### src/rtl/fso_pkg.sv
// fso_pkg: constants, register map and mode codes for the fail output block.
// assumes a single 20 MHz core clock and a 32-bit AXI4-Lite register port.
package fso_pkg;

   // clock
   localparam int unsigned CLK_HZ         = 20_000_000;
   localparam int unsigned CLK_PERIOD_NS  = 50;

   // register map, byte addresses
   localparam int unsigned ADDR_W         = 8;
   localparam logic [7:0]  ADDR_HARDWARE_CONTROL_REG   = 8'h00;
   localparam logic [7:0]  ADDR_DEVICE_STATUS_REG  = 8'h04;
   localparam logic [7:0]  ADDR_WD_STAT   = 8'h08;

   // hardware_control_reg fields
   localparam int unsigned BIT_WD_SEL     = 0;
   localparam int unsigned BIT_FSI_DIS    = 1;
   localparam logic [1:0]  HARDWARE_CONTROL_REG_RST    = 2'h0;

   // device_status_reg fields (write one to clear, except bit 3 which is read only)
   localparam int unsigned BIT_FO_FLAG    = 0;
   localparam int unsigned BIT_FSI_FAIL   = 1;
   localparam int unsigned BIT_CLAMP      = 2;
   localparam int unsigned BIT_FO_LIVE    = 3;

   // watchdog_failure_status fields
   localparam int unsigned BIT_WD_CLR     = 0;
   localparam int unsigned BIT_WD_TRIG    = 2;

   // axi responses
   localparam logic [1:0]  RESP_OKAY      = 2'h0;
   localparam logic [1:0]  RESP_SLVERR    = 2'h2;

   // timing, figures in their own units
   localparam int unsigned FSI_WINDOW_US  = 240;
   localparam int unsigned FSI_FILT_NS    = 1500;
   localparam int unsigned TEST_FILT_NS   = 16000;
   localparam longint unsigned BLINK_FREQ_MHZ = 1250;  // millihertz
   localparam int unsigned BLINK_DUTY_PCT = 50;
   localparam int unsigned DIM_FREQ_HZ    = 100;
   localparam int unsigned DIM_DUTY_PCT   = 20;

   // derived cycle counts; longest times round down
   localparam int unsigned FSI_WINDOW_CYC = FSI_WINDOW_US * (CLK_HZ / 1_000_000);
   localparam int unsigned FSI_FILT_CYC   = FSI_FILT_NS / CLK_PERIOD_NS;
   localparam int unsigned TEST_FILT_CYC  = TEST_FILT_NS / CLK_PERIOD_NS;
   localparam int unsigned BLINK_PER_CYC  =
      int'((longint'(CLK_HZ) * 64'd1000) / BLINK_FREQ_MHZ);
   localparam int unsigned BLINK_ON_CYC   = BLINK_PER_CYC * BLINK_DUTY_PCT / 100;
   localparam int unsigned DIM_PER_CYC    = CLK_HZ / DIM_FREQ_HZ;
   localparam int unsigned DIM_ON_CYC     = DIM_PER_CYC * DIM_DUTY_PCT / 100;

   // operating modes reported by the mode controller
   typedef enum logic [2:0] {
      FSO_MODE_INIT     = 3'b000,
      FSO_MODE_NORMAL   = 3'b001,
      FSO_MODE_STOP     = 3'b010,
      FSO_MODE_SLEEP    = 3'b011,
      FSO_MODE_RESTART  = 3'b100,
      FSO_MODE_FAILSAFE = 3'b101
   } fso_mode_t;

endpackage

### src/rtl/fso_fail_logic.sv
// fso_fail_logic: failure logic driving three low-side fail outputs and the
// fail-safe input monitor, with its registers on an AXI4-Lite slave.
// assumes failure events and MODE come from logic on CLK; the two pin inputs
// are asynchronous and are synchronised here. pads resolve the wires.
//
// Our own choices: the AXI4-Lite slave port and the address map.
`timescale 1ns/1ps

// Contract
// - any failure switches fail outputs on and sets the readable active flag.
// - causes: watchdog failures, level-two overtemperature, supply short, reset clamp.
// - control bit picks first or second watchdog failure as activation cause.
// - outputs go off only when causes are gone and software clears flag.
// - watchdog cause persists until good trigger seen and watchdog status cleared.
// - activation happens for every listed failure regardless of fail-safe mode.
// - all three outputs start together; first output stays statically low.
// - second output blinks at 1.25 Hz with 50 percent duty.
// - third output gives 100 Hz PWM with 20 percent duty.
// - pull-ups: first Init/Normal, second same unless disabled, third Init only.
// - second output pin also serves as the fail-safe input.
// - controller must give a rising edge within each 240 us window.
// - monitoring on after reset; writing one to disable bit stops it.
// - missed edge sets fail-safe-input failure and drives first and third outputs.
// - fail-safe-input failure changes no mode, asserts no reset or interrupt.
// - clearing the fail-safe-input failure needs a fresh rising edge.
// - monitoring runs only in Normal mode.
// - glitches on the fail-safe input are filtered within 1.5 us.
// - test select input on third pin is filtered over 16 us.
// - watchdog reset event sets watchdog failure status used as cause.
// - reset clamp-high detection is recorded in status and is a cause.
module fso_fail_logic #(
   parameter int unsigned BLINK_PER  = fso_pkg::BLINK_PER_CYC,
   parameter int unsigned BLINK_ON   = fso_pkg::BLINK_ON_CYC,
   parameter int unsigned DIM_PER    = fso_pkg::DIM_PER_CYC,
   parameter int unsigned DIM_ON     = fso_pkg::DIM_ON_CYC,
   parameter int unsigned FSI_WINDOW = fso_pkg::FSI_WINDOW_CYC
) (
   input  wire logic                       CLK,
   input  wire logic                       RST,
   // axi4-lite slave
   input  wire logic [fso_pkg::ADDR_W-1:0] S_AXI_AWADDR,
   input  wire logic                       S_AXI_AWVALID,
   output logic                            S_AXI_AWREADY,
   input  wire logic [31:0]                S_AXI_WDATA,
   input  wire logic [3:0]                 S_AXI_WSTRB,
   input  wire logic                       S_AXI_WVALID,
   output logic                            S_AXI_WREADY,
   output logic [1:0]                      S_AXI_BRESP,
   output logic                            S_AXI_BVALID,
   input  wire logic                       S_AXI_BREADY,
   input  wire logic [fso_pkg::ADDR_W-1:0] S_AXI_ARADDR,
   input  wire logic                       S_AXI_ARVALID,
   output logic                            S_AXI_ARREADY,
   output logic [31:0]                     S_AXI_RDATA,
   output logic [1:0]                      S_AXI_RRESP,
   output logic                            S_AXI_RVALID,
   input  wire logic                       S_AXI_RREADY,
   // system side
   input  wire logic [2:0]                 MODE,
   input  wire logic                       WATCHDOG_FAILURE_STATUS_EVT,
   input  wire logic                       WD_TRIG_OK,
   input  wire logic                       THERMAL_SHUTDOWN_LEVEL2,
   input  wire logic                       MAIN_SUPPLY_OUTPUT_SHORT,
   input  wire logic                       RESET_CLAMP_DET,
   // pins
   output logic                            STATIC_FAIL_OUT_O,
   output logic                            STATIC_FAIL_OUT_OE_N,
   output logic                            STATIC_FAIL_OUT_PU_EN,
   input  wire logic                       BLINK_FAIL_OUT_I,
   output logic                            BLINK_FAIL_OUT_O,
   output logic                            BLINK_FAIL_OUT_OE_N,
   output logic                            BLINK_FAIL_OUT_PU_EN,
   input  wire logic                       DIM_FAIL_OUT_I,
   output logic                            DIM_FAIL_OUT_O,
   output logic                            DIM_FAIL_OUT_OE_N,
   output logic                            DIM_FAIL_OUT_PU_EN,
   output logic                            TEST_MODE_SEL
);

   localparam int BW = $clog2(BLINK_PER);
   localparam int DW = $clog2(DIM_PER);
   localparam int WW = $clog2(FSI_WINDOW);
   localparam int FW = $clog2(fso_pkg::FSI_FILT_CYC + 1);
   localparam int TW = $clog2(fso_pkg::TEST_FILT_CYC + 1);

   // axi state
   logic                       aw_hold_q;
   logic [fso_pkg::ADDR_W-1:0] awaddr_q;
   logic                       w_hold_q;
   logic [31:0]                wdata_q;
   logic [3:0]                 wstrb_q;
   logic                       bvalid_q;
   logic [1:0]                 bresp_q;
   logic                       rvalid_q;
   logic [31:0]                rdata_q;
   logic [1:0]                 rresp_q;
   // control and status
   logic                       wd_sel_q;
   logic                       fsi_dis_q;
   logic                       fo_flag_q;
   logic                       fsi_fail_q;
   logic                       fsi_clr_pend_q;
   logic                       clamp_q;
   logic [1:0]                 wd_cnt_q;
   logic                       wd_trig_q;
   // waveform counters
   logic [BW-1:0]              blink_cnt_q;
   logic [DW-1:0]              dim_cnt_q;
   // input conditioning
   logic [1:0]                 fsi_sync_q;
   logic [1:0]                 test_sync_q;
   logic [FW-1:0]              fsi_filt_cnt_q;
   logic                       fsi_filt_q;
   logic                       fsi_filt_prev_q;
   logic [TW-1:0]              test_filt_cnt_q;
   logic                       test_q;
   logic [WW-1:0]              win_cnt_q;
   // pin drive
   logic                       fo1_on_q;
   logic                       fo2_on_q;
   logic                       fo3_on_q;
   logic                       pu1_q;
   logic                       pu2_q;
   logic                       pu3_q;

   logic                       wr_go;
   logic                       wr_ok;
   logic                       wr_ctrl;
   logic                       wr_stat;
   logic                       wr_wd;
   logic                       wd_cause;
   logic                       cause;
   logic                       fo_any;
   logic                       mon_en;
   logic                       fsi_rise;
   logic                       fsi_miss;
   logic                       mode_init;
   logic                       mode_norm;

   // true when an address hits one of the three registers
   function automatic logic addr_hit(input logic [fso_pkg::ADDR_W-1:0] a);
      addr_hit = (a == fso_pkg::ADDR_HARDWARE_CONTROL_REG) || (a == fso_pkg::ADDR_DEVICE_STATUS_REG) ||
                 (a == fso_pkg::ADDR_WD_STAT);
   endfunction

   // ---------------- axi4-lite slave ----------------
   assign S_AXI_AWREADY = !aw_hold_q && !bvalid_q;
   assign S_AXI_WREADY  = !w_hold_q && !bvalid_q;
   assign S_AXI_ARREADY = !rvalid_q;
   assign S_AXI_BVALID  = bvalid_q;
   assign S_AXI_BRESP   = bresp_q;
   assign S_AXI_RVALID  = rvalid_q;
   assign S_AXI_RDATA   = rdata_q;
   assign S_AXI_RRESP   = rresp_q;

   // write commits once both halves are held; lane 0 carries every field
   assign wr_go   = aw_hold_q && w_hold_q && !bvalid_q;
   assign wr_ok   = wr_go && wstrb_q[0];
   assign wr_ctrl = wr_ok && (awaddr_q == fso_pkg::ADDR_HARDWARE_CONTROL_REG);
   assign wr_stat = wr_ok && (awaddr_q == fso_pkg::ADDR_DEVICE_STATUS_REG);
   assign wr_wd   = wr_ok && (awaddr_q == fso_pkg::ADDR_WD_STAT);

   // address and data are taken in either order and held until committed
   always_ff @(posedge CLK) begin
      if (RST) begin
         aw_hold_q <= 1'b0;
         awaddr_q  <= '0;
         w_hold_q  <= 1'b0;
         wdata_q   <= '0;
         wstrb_q   <= '0;
      end else begin
         if (S_AXI_AWVALID && S_AXI_AWREADY) begin
            aw_hold_q <= 1'b1;
            awaddr_q  <= S_AXI_AWADDR;
         end else if (wr_go) begin
            aw_hold_q <= 1'b0;
         end
         if (S_AXI_WVALID && S_AXI_WREADY) begin
            w_hold_q <= 1'b1;
            wdata_q  <= S_AXI_WDATA;
            wstrb_q  <= S_AXI_WSTRB;
         end else if (wr_go) begin
            w_hold_q <= 1'b0;
         end
      end
   end

   // write response; unmapped addresses answer slverr
   always_ff @(posedge CLK) begin
      if (RST) begin
         bvalid_q <= 1'b0;
         bresp_q  <= fso_pkg::RESP_OKAY;
      end else if (wr_go) begin
         bvalid_q <= 1'b1;
         bresp_q  <= addr_hit(awaddr_q) ? fso_pkg::RESP_OKAY : fso_pkg::RESP_SLVERR;
      end else if (S_AXI_BREADY) begin
         bvalid_q <= 1'b0;
      end
   end

   // read channel, one cycle from address to data
   always_ff @(posedge CLK) begin
      if (RST) begin
         rvalid_q <= 1'b0;
         rdata_q  <= '0;
         rresp_q  <= fso_pkg::RESP_OKAY;
      end else if (S_AXI_ARVALID && S_AXI_ARREADY) begin
         rvalid_q <= 1'b1;
         rresp_q  <= addr_hit(S_AXI_ARADDR) ? fso_pkg::RESP_OKAY : fso_pkg::RESP_SLVERR;
         case (S_AXI_ARADDR)
            fso_pkg::ADDR_HARDWARE_CONTROL_REG:  rdata_q <= {30'h0, fsi_dis_q, wd_sel_q};
            fso_pkg::ADDR_DEVICE_STATUS_REG: rdata_q <= {28'h0, fo_any, clamp_q, fsi_fail_q,
                                                fo_flag_q};
            fso_pkg::ADDR_WD_STAT:  rdata_q <= {29'h0, wd_trig_q, wd_cnt_q};
            default:                rdata_q <= '0;
         endcase
      end else if (S_AXI_RREADY) begin
         rvalid_q <= 1'b0;
      end
   end

   // ---------------- control register ----------------
   // monitoring enabled after reset until software sets the disable bit
   always_ff @(posedge CLK) begin
      if (RST) begin
         wd_sel_q  <= fso_pkg::HARDWARE_CONTROL_REG_RST[fso_pkg::BIT_WD_SEL];
         fsi_dis_q <= fso_pkg::HARDWARE_CONTROL_REG_RST[fso_pkg::BIT_FSI_DIS];
      end else if (wr_ctrl) begin
         wd_sel_q  <= wdata_q[fso_pkg::BIT_WD_SEL];
         fsi_dis_q <= wdata_q[fso_pkg::BIT_FSI_DIS];
      end
   end

   // ---------------- failure causes ----------------
   assign mode_init = (MODE == fso_pkg::FSO_MODE_INIT);
   assign mode_norm = (MODE == fso_pkg::FSO_MODE_NORMAL);
   // one or two watchdog failures, by control bit
   assign wd_cause  = wd_sel_q ? (wd_cnt_q == 2'h2) : (wd_cnt_q != 2'h0);
   // no mode term: every cause counts, fail-safe entry or not
   assign cause     = wd_cause || THERMAL_SHUTDOWN_LEVEL2 || MAIN_SUPPLY_OUTPUT_SHORT ||
                      clamp_q;

   // watchdog failure count saturates at two; clear needs a good trigger first
   always_ff @(posedge CLK) begin
      if (RST) begin
         wd_cnt_q  <= 2'h0;
         wd_trig_q <= 1'b0;
      end else if (WATCHDOG_FAILURE_STATUS_EVT) begin
         wd_cnt_q  <= (wd_cnt_q == 2'h2) ? 2'h2 : wd_cnt_q + 2'h1;
         wd_trig_q <= 1'b0;
      end else if (wr_wd && wdata_q[fso_pkg::BIT_WD_CLR] && wd_trig_q) begin
         wd_cnt_q  <= 2'h0;
         wd_trig_q <= 1'b0;
      end else if (WD_TRIG_OK && (wd_cnt_q != 2'h0)) begin
         wd_trig_q <= 1'b1;
      end
   end

   // clamp-high is sticky; a new detection beats a clear
   always_ff @(posedge CLK) begin
      if (RST) begin
         clamp_q <= 1'b0;
      end else if (RESET_CLAMP_DET) begin
         clamp_q <= 1'b1;
      end else if (wr_stat && wdata_q[fso_pkg::BIT_CLAMP]) begin
         clamp_q <= 1'b0;
      end
   end

   // active flag; clear has no effect while any cause remains
   always_ff @(posedge CLK) begin
      if (RST) begin
         fo_flag_q <= 1'b0;
      end else if (cause) begin
         fo_flag_q <= 1'b1;
      end else if (wr_stat && wdata_q[fso_pkg::BIT_FO_FLAG]) begin
         fo_flag_q <= 1'b0;
      end
   end

   // ---------------- fail-safe input ----------------
   // the input is the blink pin read back; it passes two flops first
   always_ff @(posedge CLK) begin
      if (RST) begin
         fsi_sync_q  <= 2'h3;
         test_sync_q <= 2'h3;
      end else begin
         fsi_sync_q  <= {fsi_sync_q[0], BLINK_FAIL_OUT_I};
         test_sync_q <= {test_sync_q[0], DIM_FAIL_OUT_I};
      end
   end

   // a level must hold for the full filter time before it is accepted
   always_ff @(posedge CLK) begin
      if (RST) begin
         fsi_filt_cnt_q  <= '0;
         fsi_filt_q      <= 1'b1;
         fsi_filt_prev_q <= 1'b1;
      end else begin
         fsi_filt_prev_q <= fsi_filt_q;
         if (fsi_sync_q[1] == fsi_filt_q) begin
            fsi_filt_cnt_q <= '0;
         end else if (fsi_filt_cnt_q == FW'(fso_pkg::FSI_FILT_CYC - 1)) begin
            fsi_filt_cnt_q <= '0;
            fsi_filt_q     <= fsi_sync_q[1];
         end else begin
            fsi_filt_cnt_q <= fsi_filt_cnt_q + FW'(1);
         end
      end
   end

   // test select uses the longer filter; same scheme
   always_ff @(posedge CLK) begin
      if (RST) begin
         test_filt_cnt_q <= '0;
         test_q          <= 1'b1;
      end else if (test_sync_q[1] == test_q) begin
         test_filt_cnt_q <= '0;
      end else if (test_filt_cnt_q == TW'(fso_pkg::TEST_FILT_CYC - 1)) begin
         test_filt_cnt_q <= '0;
         test_q          <= test_sync_q[1];
      end else begin
         test_filt_cnt_q <= test_filt_cnt_q + TW'(1);
      end
   end

   // outside Normal mode or when disabled the input is ignored
   assign mon_en   = mode_norm && !fsi_dis_q;
   assign fsi_rise = mon_en && fsi_filt_q && !fsi_filt_prev_q;
   assign fsi_miss = mon_en && !fsi_rise && (win_cnt_q == WW'(FSI_WINDOW - 1));

   // window restarts on every accepted rising edge
   always_ff @(posedge CLK) begin
      if (RST) begin
         win_cnt_q <= '0;
      end else if (!mon_en || fsi_rise || fsi_miss) begin
         win_cnt_q <= '0;
      end else begin
         win_cnt_q <= win_cnt_q + WW'(1);
      end
   end

   // failure only touches its flag and outputs: no mode, reset or interrupt
   // path exists from here. a pending clear waits for a fresh edge.
   always_ff @(posedge CLK) begin
      if (RST) begin
         fsi_fail_q     <= 1'b0;
         fsi_clr_pend_q <= 1'b0;
      end else if (fsi_miss) begin
         fsi_fail_q     <= 1'b1;
         fsi_clr_pend_q <= 1'b0;
      end else if (fsi_clr_pend_q && fsi_rise) begin
         fsi_fail_q     <= 1'b0;
         fsi_clr_pend_q <= 1'b0;
      end else if (wr_stat && wdata_q[fso_pkg::BIT_FSI_FAIL] && fsi_fail_q) begin
         fsi_clr_pend_q <= 1'b1;
      end
   end

   // ---------------- waveforms and pins ----------------
   assign fo_any = fo_flag_q || fsi_fail_q;

   // dividers sit at zero while idle, so the first active cycle is already
   // a low phase and all three outputs can switch on at the same edge
   always_ff @(posedge CLK) begin
      if (RST) begin
         blink_cnt_q   <= '0;
         dim_cnt_q     <= '0;
      end else begin
         if (!fo_flag_q || (blink_cnt_q == BW'(BLINK_PER - 1))) begin
            blink_cnt_q <= '0;
         end else begin
            blink_cnt_q <= blink_cnt_q + BW'(1);
         end
         if (!fo_any || (dim_cnt_q == DW'(DIM_PER - 1))) begin
            dim_cnt_q <= '0;
         end else begin
            dim_cnt_q <= dim_cnt_q + DW'(1);
         end
      end
   end

   // switch on means pin pulled low; all start in their on phase together
   always_ff @(posedge CLK) begin
      if (RST) begin
         fo1_on_q <= 1'b0;
         fo2_on_q <= 1'b0;
         fo3_on_q <= 1'b0;
      end else begin
         fo1_on_q <= fo_any;
         fo2_on_q <= fo_flag_q && (blink_cnt_q < BW'(BLINK_ON));
         fo3_on_q <= fo_any && (dim_cnt_q < DW'(DIM_ON));
      end
   end

   // pull-ups by mode, registered to keep pad controls glitch free
   always_ff @(posedge CLK) begin
      if (RST) begin
         pu1_q <= 1'b0;
         pu2_q <= 1'b0;
         pu3_q <= 1'b0;
      end else begin
         pu1_q <= mode_init || mode_norm;
         pu2_q <= (mode_init || mode_norm) && !fsi_dis_q;
         pu3_q <= mode_init;
      end
   end

   // low-side switches only ever drive zero
   assign STATIC_FAIL_OUT_O     = 1'b0;
   assign STATIC_FAIL_OUT_OE_N  = !fo1_on_q;
   assign STATIC_FAIL_OUT_PU_EN = pu1_q;
   assign BLINK_FAIL_OUT_O      = 1'b0;
   assign BLINK_FAIL_OUT_OE_N   = !fo2_on_q;
   assign BLINK_FAIL_OUT_PU_EN  = pu2_q;
   assign DIM_FAIL_OUT_O        = 1'b0;
   assign DIM_FAIL_OUT_OE_N     = !fo3_on_q;
   assign DIM_FAIL_OUT_PU_EN    = pu3_q;
   assign TEST_MODE_SEL         = test_q;

endmodule

### config.mk
export PLATFORM = sky130hd
export DESIGN_NAME = fso_fail_logic
export DESIGN_NICKNAME = d
export VERILOG_FILES = /design/src/rtl/fso_pkg.sv /design/src/rtl/fso_fail_logic.sv
export SDC_FILE = /design/constraint.sdc
export NUM_CORES = 1
export LEC_CHECK = 0
export ABC_CLOCK_PERIOD_IN_PS = 2300
export BUFFER_PORTS_ARGS = -buffer_cell sky130_fd_sc_hd__buf_2
export CORE_MARGIN = 8
export CORE_UTILIZATION = 54
export CTS_CLUSTER_SIZE = 25
export DETAILED_ROUTE_END_ITERATION = 7
export PLACE_DENSITY_LB_ADDON = 0.1
export SLEW_MARGIN = 20
export SYNTH_ARGS = -nofsm -noshare
export SYNTH_HDL_FRONTEND = slang
export SYNTH_SLANG_ARGS = --single-unit
### constraint.sdc
create_clock -name CLK -period 2.3 [get_ports CLK]
set_input_delay 0 -clock CLK [delete_from_list [all_inputs] [get_ports CLK]]
set_output_delay 0 -clock CLK [all_outputs]
set_load 0.01 [all_outputs]
==> summary by stage, run 1 <==
Run status
The flow ran to the end, and the final reports show no timing, DRC or antenna violations.

Clock network
After clock tree synthesis, the clock-pin slew on the worst setup and hold paths is 0.06 ns. The number of buffers on the longest clock path is 2. TritonCTS built the clock tree.

The buffer count from post-CTS setup fixing is 0. The H-tree was split into 4 levels. The number of clock buffers added by TritonCTS is 17.

The CTS root buffer is clkbuf_8. The clock sink count is 113. The clock network latency to the later pin of the worst-skew pair is 0.52 ns.

Finish
Of the cells placed in the final design, the portion with a size suffix greater than 1 is 14.6%. The final-stage net count is 777. The summed area of non-filler cells in the final layout is 6440 um2. The number of inserted diodes is 0. The number of fill cells is 737. From synthesis to final layout, the design area changed by 27.8%.

Detailed routing
In the final routed layout, each cell accounts on average for 13.3 um. The iteration-0 DRC count of the detailed router is 191. The detailed-route vias per instance is 5.20. The total via count in the routed design is 4275.

The total wirelength of the detailed-routed design is 10900 um. After detailed routing, the met2 layer carries 5540 um of wire. The count of antenna-violating nets left after detailed routing is 0.

For this run, design rule violations remaining after detail routing come to 0. The highest metal layer carrying signal wires in the routed design is met4. The length of the first detailed-routing pass in iterations is 4. For this block, wires on met1 add up to 4700 um. The total length of routed met3 wires is 504 um.

Pwr
The static leakage is 2.42 nW. The peak supply drop is 0.486 mV. The post-route total power is 5.00 mW. The power density over the cells is 776 nW/um2.

Floorplan
The die height is 113 um. The top-level I/O count is 120. The horizontal die dimension is 113 um. The die covers 12700 um2. The row count is 35. The initial standard-cell utilization of the core is 55.0%.

The total area inside the core boundary comes to 9150 um2.

Logic synthesis
Summing the areas of all and, or, nand and nor instances in the mapped netlist gives 26.1% of the synthesized area. The parity-gate share of the synthesized area counting xor and xnor cells is 8.00%. After synthesis, the share of flip-flops with an asynchronous set or reset is 0%. The post-synthesis sequential area ratio is 44.9%. By area the synthesized netlist is led by dfxtp_1, nor2_1, xnor2_1.

The share of Yosys cell area claimed by the top area cell type is 44.9%. Counting instances in the post-synthesis netlist gives the leading cell types as dfxtp_1, nor2_1, nand2_1. The compound-cell area share of the yosys netlist is 9.49%. The number of distinct library cells after synthesis is 50. The post-synthesis cell area is 5040 um2. The cell accounting for the most synthesized area is dfxtp_1. The multiplexer fraction of the synthesized cell area is 1.19%.

Yosys printed 0 warnings. The commonest register cell after synthesis is dfxtp_1. The combinational family with the most area after synthesis is simple AND/OR/NAND/NOR gates. The count of state elements after synthesis is 113. The adder and majority cell fraction of the synthesized area is 1.99%. The mean area per synthesized cell is 8.64 um2. dfxtp_1 is the most common cell in the netlist. After technology mapping, the gate count stands at 583. In this run, synthesis inferred 0 flip-flops with an integrated enable.

Timing
The number of pins exceeding their max-slew limit in the final report is 0. For this run, the top clock speed supported by timing is 460 MHz. After layout, the minimum clock period comes to 2.17 ns. After routing, the total negative slack on setup checks comes to 0 ns. Setup repair after global routing left no endpoint under its margin. The count of endpoints failing hold in the final timing report is 0. The final clock period utilization by the worst path is 94.5%. Setup slack closes at 0.126 ns.

The worst-case clock skew is 0.0110 ns. The final-report setup violation count is 0.

Setup path
The startpoint-to-endpoint class of the critical path is flip-flop to flip-flop. The register-to-register setup slack is 0.13 ns. The kind of start point of the critical path is a flip-flop. The data arrival time of the critical path is 2.63 ns. The sort of element at the end of the critical path is a flip-flop. Data on the critical path is required at its endpoint by 2.75 ns. The largest driver fanout on the critical path is 8.

Global routing
The first global-routing pass estimated 18800 um of wire. The initial antenna violation count is 0. Global routing consumed, over all layers together, 17.9% of the routing resources. Entering global routing, the biggest net connects 33 pins. The leftover overflow at the end of global routing is 0. The number of global-route vias before repair is 4281.

Worst hold path
The path category of the worst min-delay check is primary input to flip-flop.

Place
The wire-length estimate of the detail-placed layout is 7310 um. In this run the cell area measured after placement is 5310 um2. Port buffering added 54 buffers. Timing analysis after detailed placement gives a worst setup slack of 0.220 ns. The congestion estimate from routability-driven global placement came to 0.795.

Run
The number of violations of the max-capacitance limit is 0.
## layout make-up
| class | count | area, um2 | area share, % |
|---|---|---|---|
| clock buffers | 19 | 432 | 6.71 |
| clock inverters | 11 | 164 | 2.55 |
| inverters | 28 | 105 | 1.63 |
| multi-input cells | 426 | 2480 | 38.6 |
| flip-flops and latches | 113 | 2260 | 35.1 |
| well taps | 111 | 139 | 2.16 |
| repair buffers | 114 | 853 | 13.3 |
## critical path, cell delays in order, from the launching register on
cell and delay (ns):
dfxtp_1 0.35, nor2_1 0.20, and2_2 0.26, nand2_1 0.07
dlygate4sd3_1 0.56, a21oi_1 0.11, dlygate4sd3_1 0.55
## timing repair
| action | CTS | global route |
|---|---|---|
| resized for setup | 0 | 1 |
| endpoints found under the hold margin | 33 | 0 |
| hold buffers | 53 | 0 |
| setup endpoints to repair | 0 | 7 |
## final timing paths
path / depth (start not counted) / from / to
max: 6 / S_AXI_BVALID / awaddr_q[4]
max reg2reg: 6 / S_AXI_BVALID / awaddr_q[4]
min: 4 / S_AXI_WVALID / w_hold_q
min reg2reg: 1 / test_sync_q[0] / test_sync_q[1]
## power by group
| part | switching (mW) | leakage [nW] | internal, mW |
|---|---|---|---|
| clock network | 0.884 | 0.289 | 1.77 |
| registers | 0.0336 | 0.917 | 2.00 |
| logic | 0.162 | 1.22 | 0.151 |
## per-layer routing
layer | GRT usage (%) | vias to the layer above
li1 | - | 2185
met1 | 19.3 | 1996
met2 | 31.8 | 81
met3 | 5.42 | 13
met4 | 7.91 | 0
met5 | 0 | -
## layout by cell type (no fill, tap or decap), types with 15 or more instances in the layout
cell / netlist / routed
dfxtp_1: 113 / 113
nor2_1: 79 / 79
buf_2: 4 / 54
dlygate4sd3_1: 0 / 53
nand2_1: 44 / 44
a21oi_1: 37 / 37
conb_1: 1 / 33
xnor2_1: 32 / 32
inv_1: 28 / 28
nand3_1: 25 / 25
o21ai_0: 16 / 16
clkbuf_16: 0 / 16
nor4_1: 15 / 15
## per-stage QoR
stage,hold slack [ns],instances,util [%]
2_1_floorplan,0.0764,615,-
3_3_place_gp,0.178,739,58.0
3_5_place_dp,0.185,739,58.0
4_1_cts,0.00750,822,70.3
5_1_grt,0.0683,822,70.3
6_report,0.0153,822,70.3
## flip-flops by register name, summed over array words and instances, names as in the netlist, 2 cells and up
register	cells
dim_cnt_q	18
win_cnt_q	13
awaddr_q	8
test_filt_cnt_q	9
fsi_sync_q	2
wd_cnt_q	2
fsi_filt_cnt_q	5
blink_cnt_q	24
wdata_q	3
S_AXI_RDATA	4
test_sync_q	2
## logic make-up (layout without fill, tap and decap cells)
kind of cell / count (synthesis) / in the layout
simple gates: 255 / 255
flops: 113 / 113
compound gates: 78 / 78
buf+inv: 76 / 172
xor+xnor: 46 / 46
fa+ha+maj: 8 / 8
mux: 6 / 6
other cells: 1 / 33
Note: power is estimated with default switching activity, not from simulation.
==> inputs of run 2 (changes only) <==
CORE_UTILIZATION = 32   (was 54)
==> run 2 against run 1 <==
  * Cell count grew 10%
  * Largest power group unchanged
  * Largest cell class unchanged
  * First-iteration DRC count shrank 18%
  * Combinational power is 12% lower
  * Critical path type unchanged
  * Sequential power barely moved
==> summary by stage, run 2 (same netlist as run 1, synthesis figures left out) <==
Run status
The run finished with clean final reports.

Detailed routing
The count of antenna-violating nets left after detailed routing is 0 (unchanged). The total via count in the routed design is 4154 (-2.8%). The total wirelength of the detailed-routed design is 11300 um (+3.6%). The detailed-route vias per instance was 4.58 (-12%). The detailed-route DRC error count is 0 (unchanged). The iteration-0 DRC count of the detailed router is 157 (-18%). The routed wirelength normalized by instance count is 12.5 um (-6.0%). The length of the first detailed-routing pass in iterations came to 4 (unchanged).

Clock network
The number of H-tree branching levels is 4 (unchanged). The clock sink count is 113 (unchanged). The clock network latency to the later pin of the worst-skew pair came to 0.41 ns (-0.11 ns). In this run the clock root is driven by a clkbuf_16. The number of buffers on the longest clock path is 2 (unchanged). The TritonCTS clock tree is done. The number of buffers created by CTS was 17 (unchanged). The clock transition at the registers of the reported paths is 0.05 ns (about the same).

Finish
The number of inserted diodes is 0 (unchanged). The most frequent standard cell in the layout excluding fill and tap cells is dfxtp_1. The number of fill cells came to 1604 (+120%). The multi-input combinational cell area came to 2490 um2 (+0.20%). The layout cell share with drive strength beyond 1 was 15.4% (+0.74 points). The share of the core filled with cells was 41.0% (-29 points). The relative area change from synthesis to final layout is 27.6%. The register with the most flip-flops in the final layout is blink_cnt_q. The summed area of non-filler cells in the final layout is 6430 um2 (-0.17%).

The final-stage net count was 754 (-3.0%). The total area of sequential cells is 2260 um2 (unchanged). The number of flip-flops in the largest register came to 24 (unchanged). The library cells used most frequently in the layout, excluding fill and tap cells, are dfxtp_1, nor2_1, buf_2. In the final layout, the registers with the most flip-flops are blink_cnt_q x24, dim_cnt_q x18, win_cnt_q x13.

Place
The final weighted congestion of routability-driven global placement is 0.762 (-4.2%). The detailed placement HPWL is 8300 um (+14%). The number of buffers added on ports came to 54 (unchanged). The post-placement cell area is 5460 um2 (+2.8%).

Global routing
The overall track demand over capacity in global routing came to 12.0% (-6.0 points). The leftover overflow at the end of global routing is 0 (unchanged). The number of global-route vias before repair is 4136 (-3.4%). The initial antenna violation count is 1 (+1).

The largest net degree at the start of global routing is 26 (-21%). The wire length of the first global-routing pass is 19300 um (+2.5%).

Pwr
The peak supply drop is 0.500 mV (+2.9%). The power density over the cells was 834 nW/um2 (+7.5%). The static leakage is 2.36 nW (-2.5%).

Setup path
The kind of start point of the critical path is a flip-flop. The register-to-register setup slack came to 0.19 ns (+0.06 ns). The critical path is of the flip-flop to flip-flop type.

The largest driver fanout on the critical path was 8 (unchanged). The sort of element at the end of the critical path is a flip-flop. The endpoint required time on the critical path is 2.64 ns (-0.11 ns). The data arrival time of the critical path was 2.45 ns (-0.18 ns).

Floorplan
The total core area is 15700 um2 (+71%). The die height is 141 um (+26%). The initial standard-cell utilization of the core is 32.2% (-23 points). The top-level I/O count is 120 (unchanged). The full die area was 20000 um2 (+58%). The row count came to 46 (+31%). The horizontal die dimension is 141 um (+26%).

Run
The number of violations of the max-capacitance limit was 0 (unchanged).

Timing
The worst-case clock skew came to 0.00842 ns (-0.00255 ns). The final-report setup violation count is 0 (unchanged). The sum of negative setup slack is 0 ns (unchanged). The count of endpoints failing hold in the final timing report is 0 (unchanged). The final clock period utilization by the worst path came to 91.9% (-2.6 points).

The remaining max-slew budget at the tightest pin is 66.4%. Setup repair after global routing left no endpoint under its margin. The achievable frequency was 473 MHz (+2.8%). The final critical-path required period was 2.11 ns (-0.0601 ns).

The number of pins exceeding their max-slew limit in the final report came to 0 (unchanged). The minimum hold slack is 0.0399 ns (+0.0245 ns). For the pin with the worst max-slew slack, the measured transition is 0.504 ns.

Worst hold path
In this run the worst hold path is classified as primary input to flip-flop.
-- run 2: cell count changes in the layout (fill, tap and decap cells not counted), moves of 2 or more --
cell	delta
clkbuf_1	+2
buf_4	+2
bufinv_16	+3
dlygate4sd3_1	-25
-- run 2: repair_timing --
action / CTS / global route
endpoints found under the setup margin: 0 / 1
hold buffers: 28 / 0
setup buffers: 0 / 0
endpoints found under the hold margin: 25 / 0
gates resized for setup: 0 / 1
-- run 2: critical path, stage by stage (launching register included) --
cell and delay, ns:
dfxtp_1 0.38, ha_1 0.25, nand3_4 0.14, or4_1 0.68, or4_1 0.44, a21oi_1 0.15
-- run 2: routing by layer --
metal	part of all wire, %	track usage, %	vias to the layer above
met4	1.5	4.75	2
met2	49	20.3	69
li1	-	-	2151
met5	0.088	0	-
met1	45	13.3	1917
met3	4.9	4.57	15
-- run 2: path summary, 6_finish.rpt --
kind | startpoint | end | cells after the start
hold reg to reg | fsi_sync_q[0] | fsi_sync_q[1] | 1
setup / recovery | blink_cnt_q[0] | blink_cnt_q[22] | 5
setup reg to reg | blink_cnt_q[0] | blink_cnt_q[22] | 5
hold / removal | S_AXI_ARADDR[0] | S_AXI_RDATA[1] | 5
-- run 2: cell type report --
class / instances / area share [%]
tap: 216 / 4.21
multi-input combinational: 426 / 38.7
clock inverter: 11 / 3.62
timing repair buffer: 91 / 9.62
inverter: 28 / 1.64
clock buffer: 21 / 7.01
sequential: 113 / 35.2
-- run 2: metrics by stage --
| stage | instances | power (mW) | worst slack [ns] |
|---|---|---|---|
| 6_report | 906 | 5.36 | 0.186 |
| 5_1_grt | 906 | 5.57 | 0.0438 |
| 4_1_cts | 906 | 5.43 | 0.156 |
| 3_5_place_dp | 846 | 2.32 | 0.189 |
| 3_3_place_gp | 846 | 2.31 | 0.244 |
| 2_1_floorplan | 615 | 2.26 | 0.364 |
-- run 2: where the power goes --
part / switching [mW] / internal (mW) / total [mW]
combinational: 0.155 / 0.121 / 0.276
clock: 0.888 / 2.16 / 3.05
sequential: 0.0325 / 2.00 / 2.04
total: 1.07 / 4.29 / 5.36
